## src/inc/iam_defs.svh

```systemverilog
// constants of the illegal access monitor
`ifndef IAM_DEFS_SVH
`define IAM_DEFS_SVH

`define IAM_ADDR_W        24
`define IAM_N_REGIONS     8
`define IAM_REG_BASE      24'h000000
`define IAM_REG_LAST      24'h000FFF
`define IAM_RAM_BASE      24'h001000
`define IAM_RAM_LAST      24'h0017FF
`define IAM_EE_BASE       24'h100000
`define IAM_EE_LAST       24'h10007F
`define IAM_RSV_BASE      24'h200000
`define IAM_RSV_LAST      24'h2FFFFF
`define IAM_RO_BASE       24'h300000
`define IAM_RO_LAST       24'h3FFFFF
`define IAM_IFR_BASE      24'h400000
`define IAM_IFR_LAST      24'h4000FF
`define IAM_PFL_BASE      24'hFFC000
`define IAM_PFL_LAST      24'hFFFFFF
`define IAM_FLAG_RESET    1'b0

`endif

```

## src/inc/iam_pkg.sv

```systemverilog
// types of the illegal access monitor
package iam_pkg;

  typedef enum logic [1:0] {
    IAM_MST_CORE  = 2'h0,
    IAM_MST_DEBUG = 2'h1,
    IAM_MST_CONV  = 2'h2
  } iam_master_t;

  typedef enum logic [1:0] {
    IAM_ACC_READ  = 2'h0,
    IAM_ACC_WRITE = 2'h1,
    IAM_ACC_FETCH = 2'h2
  } iam_access_t;

  typedef enum logic [2:0] {
    IAM_RGN_REG   = 3'h0,
    IAM_RGN_RAM   = 3'h1,
    IAM_RGN_EE    = 3'h2,
    IAM_RGN_RSV   = 3'h3,
    IAM_RGN_RO    = 3'h4,
    IAM_RGN_IFR   = 3'h5,
    IAM_RGN_PFL   = 3'h6,
    IAM_RGN_UNMAP = 3'h7
  } iam_region_t;

endpackage

```

## src/design/iam_region_decode.sv

```systemverilog
// address to region decoder with registered result
`timescale 1ns/1ps
`include "iam_defs.svh"

module iam_region_decode #(
  parameter int ADDR_W = `IAM_ADDR_W
) (
  input  wire logic                core_clk,
  input  wire logic                resetn,
  input  wire logic                clkEn,
  input  wire logic [ADDR_W-1:0]   addr,
  output iam_pkg::iam_region_t     region
);
  import iam_pkg::*;

  // refuse widths the fixed memory map cannot serve
  if (ADDR_W != `IAM_ADDR_W) begin : g_bad_width
    $error("iam_region_decode: address width must be 24");
  end

  function automatic logic inRange(input logic [ADDR_W-1:0] a,
                                   input logic [ADDR_W-1:0] lo,
                                   input logic [ADDR_W-1:0] hi);
    inRange = (a >= lo) && (a <= hi);
  endfunction

  logic [`IAM_N_REGIONS-2:0] hit;
  iam_region_t               next_region;

  localparam logic [ADDR_W-1:0] RGN_LO [`IAM_N_REGIONS-1] = '{
    `IAM_REG_BASE, `IAM_RAM_BASE, `IAM_EE_BASE, `IAM_RSV_BASE,
    `IAM_RO_BASE, `IAM_IFR_BASE, `IAM_PFL_BASE
  };
  localparam logic [ADDR_W-1:0] RGN_HI [`IAM_N_REGIONS-1] = '{
    `IAM_REG_LAST, `IAM_RAM_LAST, `IAM_EE_LAST, `IAM_RSV_LAST,
    `IAM_RO_LAST, `IAM_IFR_LAST, `IAM_PFL_LAST
  };

  // one window compare per mapped region
  for (genvar gi = 0; gi < `IAM_N_REGIONS - 1; gi++) begin : g_hit
    assign hit[gi] = inRange(addr, RGN_LO[gi], RGN_HI[gi]);
  end

  assign next_region = hit[0] ? IAM_RGN_REG :
                       hit[1] ? IAM_RGN_RAM :
                       hit[2] ? IAM_RGN_EE  :
                       hit[3] ? IAM_RGN_RSV :
                       hit[4] ? IAM_RGN_RO  :
                       hit[5] ? IAM_RGN_IFR :
                       hit[6] ? IAM_RGN_PFL : IAM_RGN_UNMAP;

  always_ff @(posedge core_clk or negedge resetn) begin
    if (!resetn) begin
      region <= IAM_RGN_UNMAP;
    end else if (clkEn) begin
      region <= next_region;
    end
  end
endmodule

```

## src/design/illegal_access_monitor.sv

```systemverilog
// judges each bus access and reports illegal ones
`timescale 1ns/1ps
`include "iam_defs.svh"

// Summary of operation
// - judge every access by master, type, region
// - core reserved write legal only special single-chip
// - unservable NVM collision counts as illegal
// - core illegal access raises machine exception
// - debug illegal access sets debug status flag
module illegal_access_monitor #(
  parameter int ADDR_W = `IAM_ADDR_W
) (
  input  wire logic                core_clk,
  input  wire logic                resetn,
  input  wire logic                clkEn,
  input  wire logic                accValid,
  input  iam_pkg::iam_master_t     accMaster,
  input  iam_pkg::iam_access_t     accType,
  input  wire logic [ADDR_W-1:0]   accAddr,
  input  wire logic                nvmCmdBusy,
  input  wire logic                nvmCanService,
  input  wire logic                specialSingleChip,
  input  wire logic                illegalAccessFlagClr,
  output logic                     machineException,
  output logic                     illegal_access_flag,
  output logic                     accIllegal,
  output logic                     accLegal
);
  import iam_pkg::*;

  // refuse widths the fixed memory map cannot serve
  if (ADDR_W != `IAM_ADDR_W) begin : g_bad_width
    $error("illegal_access_monitor: address width must be 24");
  end

  // the region code is three bits wide
  if (`IAM_N_REGIONS != 8) begin : g_bad_regions
    $error("illegal_access_monitor: region table must hold 8 entries");
  end

  //////////////////////////////////////////////////////////////////////////
  // stage 1: capture access, decode region

  iam_region_t region;
  logic        stValid;
  iam_master_t stMaster;
  iam_access_t stType;
  logic        stCollide;
  logic        modeSs;

  iam_region_decode #(
    .ADDR_W (ADDR_W)
  ) u_decode (
    .core_clk (core_clk),
    .resetn   (resetn),
    .clkEn    (clkEn),
    .addr     (accAddr),
    .region   (region)
  );

  function automatic logic inWindow(input logic [ADDR_W-1:0] adr,
                                    input logic [ADDR_W-1:0] lo,
                                    input logic [ADDR_W-1:0] hi);
    inWindow = (adr >= lo) && (adr <= hi);
  endfunction

  wire nvmEe;
  wire nvmIfr;
  wire nvmPfl;
  wire nvmTarget;
  wire collideNow;
  assign nvmEe     = inWindow(accAddr, `IAM_EE_BASE, `IAM_EE_LAST);
  assign nvmIfr    = inWindow(accAddr, `IAM_IFR_BASE, `IAM_IFR_LAST);
  assign nvmPfl    = inWindow(accAddr, `IAM_PFL_BASE, `IAM_PFL_LAST);
  assign nvmTarget = nvmEe || nvmIfr || nvmPfl;
  assign collideNow = nvmTarget && nvmCmdBusy && !nvmCanService;

  // stage registers, frozen while clkEn is low
  always_ff @(posedge core_clk or negedge resetn) begin
    if (!resetn) begin
      stValid <= 1'b0;
    end else if (clkEn) begin
      stValid <= accValid;
    end
  end

  always_ff @(posedge core_clk or negedge resetn) begin
    if (!resetn) begin
      stMaster <= IAM_MST_CORE;
    end else if (clkEn) begin
      stMaster <= accMaster;
    end
  end

  always_ff @(posedge core_clk or negedge resetn) begin
    if (!resetn) begin
      stType <= IAM_ACC_READ;
    end else if (clkEn) begin
      stType <= accType;
    end
  end

  always_ff @(posedge core_clk or negedge resetn) begin
    if (!resetn) begin
      stCollide <= 1'b0;
    end else if (clkEn) begin
      stCollide <= accValid && collideNow;
    end
  end

  always_ff @(posedge core_clk or negedge resetn) begin
    if (!resetn) begin
      modeSs <= 1'b0;
    end else if (clkEn) begin
      modeSs <= specialSingleChip;
    end
  end

  //////////////////////////////////////////////////////////////////////////
  // permission matrix

  function automatic logic permitted(input iam_master_t m,
                                     input iam_access_t t,
                                     input iam_region_t r,
                                     input logic        ss);
    logic conv;
    logic core;
    conv = (m == IAM_MST_CONV);
    core = (m == IAM_MST_CORE);
    permitted = 1'b0;
    case (t)
      IAM_ACC_READ: begin
        case (r)
          IAM_RGN_RAM, IAM_RGN_EE, IAM_RGN_PFL: permitted = 1'b1;
          IAM_RGN_REG, IAM_RGN_RSV, IAM_RGN_RO, IAM_RGN_IFR:
            permitted = !conv;
          default: permitted = 1'b0;
        endcase
      end
      IAM_ACC_WRITE: begin
        case (r)
          IAM_RGN_RAM: permitted = 1'b1;
          IAM_RGN_REG: permitted = !conv;
          IAM_RGN_RSV: permitted = core ? ss : !conv;
          default:     permitted = 1'b0;
        endcase
      end
      IAM_ACC_FETCH: begin
        case (r)
          IAM_RGN_RAM, IAM_RGN_EE, IAM_RGN_PFL: permitted = core;
          default: permitted = 1'b0;
        endcase
      end
      default: permitted = 1'b0;
    endcase
  endfunction

  // permission of the staged access in every region
  logic [`IAM_N_REGIONS-1:0] allowIn;

  for (genvar ri = 0; ri < `IAM_N_REGIONS; ri++) begin : g_allow
    assign allowIn[ri] = permitted(stMaster, stType,
                                   iam_region_t'(3'(ri)), modeSs);
  end

  //////////////////////////////////////////////////////////////////////////
  // verdict and reporting

  wire stIsCore;
  wire stIsDebug;
  wire regionOk;
  wire verdictIllegal;
  wire next_exception;
  wire next_flag;
  wire next_legal;

  assign stIsCore  = (stMaster == IAM_MST_CORE);
  assign stIsDebug = (stMaster == IAM_MST_DEBUG);
  assign regionOk  = allowIn[region];
  assign verdictIllegal = stValid && (!regionOk || stCollide);
  assign next_exception = verdictIllegal && stIsCore;
  // sticky debug flag, set beats clear
  assign next_flag = (verdictIllegal && stIsDebug)
                  || (illegal_access_flag && !illegalAccessFlagClr);
  assign next_legal = stValid && !verdictIllegal;

  // registered outputs, one flop each
  always_ff @(posedge core_clk or negedge resetn) begin
    if (!resetn) begin
      machineException <= 1'b0;
    end else if (clkEn) begin
      machineException <= next_exception;
    end
  end

  always_ff @(posedge core_clk or negedge resetn) begin
    if (!resetn) begin
      illegal_access_flag <= `IAM_FLAG_RESET;
    end else if (clkEn) begin
      illegal_access_flag <= next_flag;
    end
  end

  always_ff @(posedge core_clk or negedge resetn) begin
    if (!resetn) begin
      accIllegal <= 1'b0;
    end else if (clkEn) begin
      accIllegal <= verdictIllegal;
    end
  end

  always_ff @(posedge core_clk or negedge resetn) begin
    if (!resetn) begin
      accLegal <= 1'b0;
    end else if (clkEn) begin
      accLegal <= next_legal;
    end
  end
endmodule

```

## config.mk

```make
export PLATFORM = sky130hd
export DESIGN_NAME = illegal_access_monitor
export DESIGN_NICKNAME = d
export VERILOG_FILES = /design/src/inc/iam_pkg.sv /design/src/design/iam_region_decode.sv /design/src/design/illegal_access_monitor.sv
export VERILOG_INCLUDE_DIRS = /design/src /design/src/inc
export SDC_FILE = /design/constraint.sdc
export NUM_CORES = 1
export LEC_CHECK = 0
export BUFFER_PORTS_ARGS = -buffer_cell sky130_fd_sc_hd__buf_4
export CORE_UTILIZATION = 46
export CTS_CLUSTER_SIZE = 10
export DETAILED_ROUTE_END_ITERATION = 10
export HOLD_SLACK_MARGIN = 0.1
export PLACE_DENSITY = 0.89
export SYNTH_ARGS = -nofsm -noshare
export SYNTH_HDL_FRONTEND = slang
export SYNTH_SLANG_ARGS = --single-unit
```

## constraint.sdc

```tcl
create_clock -name core_clk -period 2.21 [get_ports core_clk]
set_input_delay 0.5525 -clock core_clk [delete_from_list [all_inputs] [get_ports core_clk]]
set_output_delay 0.5525 -clock core_clk [all_outputs]
set_load 0.05 [all_outputs]
```

==> metrics.md <==
| Metric | Value |
|---|---|
| Top-area cell type share of the netlist area | `36.7%` |
| Cells on worst reg2reg path | `5` |
| GPL Wtd Cong | `0.755` |
| Post-Syn Instances | `77` |
| Final Core Density | `68.9%` |
| Num ports | `40` |
| Post-Synth XOR/XNOR Area | `0%` |
| Floorplan row count | `14` |
| Initial Util | `about 50%` |
| Global-route wire length before repair | `about 2900 µm` |
| Post-synth ARST share | `100%` |
| Layout cells sized above 1 | `approximately 42%` |
| Placed wire-length estimate | `1260 µm` |
| Vias in the first global route | `just over 700` |
| Final worst path period need | `around 1.7 ns` |
| CTS sink cnt | `14` |
| Max-slew headroom | `~75%` |
| Synth Warn # | `0` |
| Die Y | `42.4 µm` |
| Critical Path RT | `2.40 ns` |
| Max FO, Critical Path | `4` |
| Ant diodes | `0` |
| Total Power | `between 600 and 700 µW` |
| Cell at the slowest stage of the critical path | `or4_1` |
| Distinct cells, synth | `31` |
| Core area | `1510 µm²` |
| PortBufs | `32` |
| Status | `complete, no violations` |
| Postcts setup bufs | `0` |
| Post-synthesis area per instance | `between 9 and 10 µm²` |
| Maximum Capacitance Violations | `0` |
| Via density | `around 5.6` |
| Sequential area share after synthesis | `47.2%` |
| # hold bufs at CTS | `0` |
| Setup TNS | `0 ns` |
| Initial antenna violation count | `0` |
| Htree depth | `1` |
| Total routed wirelength | `about 1600 µm` |
| CP max stage delay | `approximately 0.50 ns` |
| # fillers | `132` |
| Worst skew pair latency | `~0.27 ns` |
| Pwr Density | `approximately 610 nW/µm²` |
| Leak | `approximately 0.47 nW` |
| Adder-cell area share of the yosys netlist | `0%` |
| CTS Root Cell | `clkbuf_4` |
| Initial drt markers | `4` |
| Mux cell area share after synthesis | `under 10%` |
| Clock-pin slew on the worst setup and hold paths | `~0.080 ns` |
| CP endpoint kind | `register` |
| Top FF cell, synth | `dfrtp_1` |
| Nets | `around 150` |
| HP Class | `in -> async` |
| Register bit count reported by yosys | `14` |
| Simple-Gate Fraction of Synth Area | `20.7%` |
| Most frequent cells after synthesis | `dfrtp_1, inv_1, nand2_1` |
| DR vias | `between 700 and 800` |
| Average routed wire per standard cell | `between 10 and 15 µm` |
| DRT Pass-1 Iters | `4` |
| Remaining DRCs | `0` |
| Largest net degree at the start of global routing | `21` |
| Largest cells by area after synthesis | `dfrtp_1, dfstp_2, mux2_2` |
| Gr usage total | `a little over a fifth` |
| ANT nets after route | `0` |
| Synthesis-to-finish area growth | `38.6%` |
| Top-count cell post-synth | `dfrtp_1` |
| Critical Setup Path Class | `in -> reg` |
| Count of final setup violators | `0` |
| CTS tree | `done` |
| Achievable Freq | `573 MHz` |
| Slew @ Worst Pin | `0.377 ns` |
| Final Hold Fails | `0` |
| CP startpoint kind | `input port` |
| Number of buffers created by CTS | `3` |
| Max clock buf depth | `2` |
| Post-synth EDFFs | `0` |
| Clock skew | `about 0.0023 ns` |
| Die width | `around 42 µm` |
| Peak VDD IR | `approximately 0.00026 V` |
| Post-synthesis compound-gate area fraction | `between 10% and 20%` |
| Final Max Tran Viols | `0` |
| Critical path, cell by cell | `buf_4 -> or4_1 -> or4_4 -> nor3b_2 -> o32ai_1` |
| Synth area leader | `dfrtp_1` |
| Unrepaired setup endpoints after global routing | `false` |
| Cell Area, Synth | `between 700 and 800 µm²` |
| Die ar. | `around 1800 µm²` |
| Main combinational cell family by area after synthesis | `simple AND/OR/NAND/NOR gates` |
| GR Overflow Total | `0` |
| Post-CTS sizing | `0` |
| Post-route clock period utilization | `just under 80%` |
| Worst path arrival time | `1.94 ns` |
| Syn Nets | `113` |
routing by layer:
layer  up-vias  global-route usage, %  wire length [µm]
li1        358                      -                 -
met1       317                   24.6               633
met2        34                   36.9               854
met3         4                   1.72               104
met4         0                   13.1                31
met5         -                      0                 0
registers in the layout, indices dropped and copies added (netlist names):
signal,cells
accIllegal,1
u_decode.region,3
stValid,1
machineException,1
modeSs,1
stCollide,1
accLegal,1
stType,2
illegal_access_flag,1
stMaster,2
path summary, 6_finish.rpt:
check / startpoint / to / slack, ns
max in group asynchronous: resetn / u_decode.region[1] / 1.87
min in group core_clk: accMaster[0] / stMaster[0] / 0.48
min reg2reg: machineException / machineException / 0.50
max: accAddr[23] / u_decode.region[1] / 0.47
min: resetn / stMaster[1] / 0.10
max reg2reg: u_decode.region[0] / illegal_access_flag / 0.70
where the power goes:
part / leakage [nW] / switching [mW] / internal (mW)
clock network: 0.0210 / 0.0793 / 0.100
registers: 0.170 / 0.0174 / 0.284
logic: 0.278 / 0.0845 / 0.0709
total: 0.469 / 0.181 / 0.455
critical path: cells and delay by family:
kind | cells | cell delay [ns]
compound gates | 1 | 0.11
simple gates | 3 | 1.15
buf+inv | 1 | 0.12
metrics by stage:
| stage | setup slack [ns] | area [µm²] | hold slack, ns | cells |
|---|---|---|---|---|
| 6_report | 0.465 | 1040 | 0.101 | 127 |
| 3_3_place_gp | 0.211 | 1000 | 0.404 | 123 |
| 3_5_place_dp | 0.173 | 1000 | 0.407 | 123 |
| 4_1_cts | 0.468 | 1040 | 0.102 | 127 |
| 5_1_grt | 0.373 | 1040 | 0.100 | 127 |
| 2_1_floorplan | 0.351 | 749 | 0.257 | 77 |
cell type report:
cell class / count / area [µm²] / area share [%]
well taps: 16 / 20.0 / 1.93
repair buffers: 32 / 240 / 23.1
multi-input cells: 53 / 358 / 34.5
flip-flops and latches: 14 / 354 / 34.1
clock buffers: 4 / 36.3 / 3.49
inverters: 8 / 30.0 / 2.89
layout by cell type, fill, tap and decap left out, drive strengths merged, types with 3 or more instances in the layout:
master	count
o41ai	3
mux2	4
buf	32
inv	8
nor3	3
dfrtp	11
clkbuf	4
a211oi	3
o21ai	6
nand2	8
dfstp	3
o22ai	3
kinds of logic after synthesis:
family	Yosys count
flops	14
mux	5
compound gates	21
buf+inv	10
simple gates	27
(Power assumes the default switching activity.)
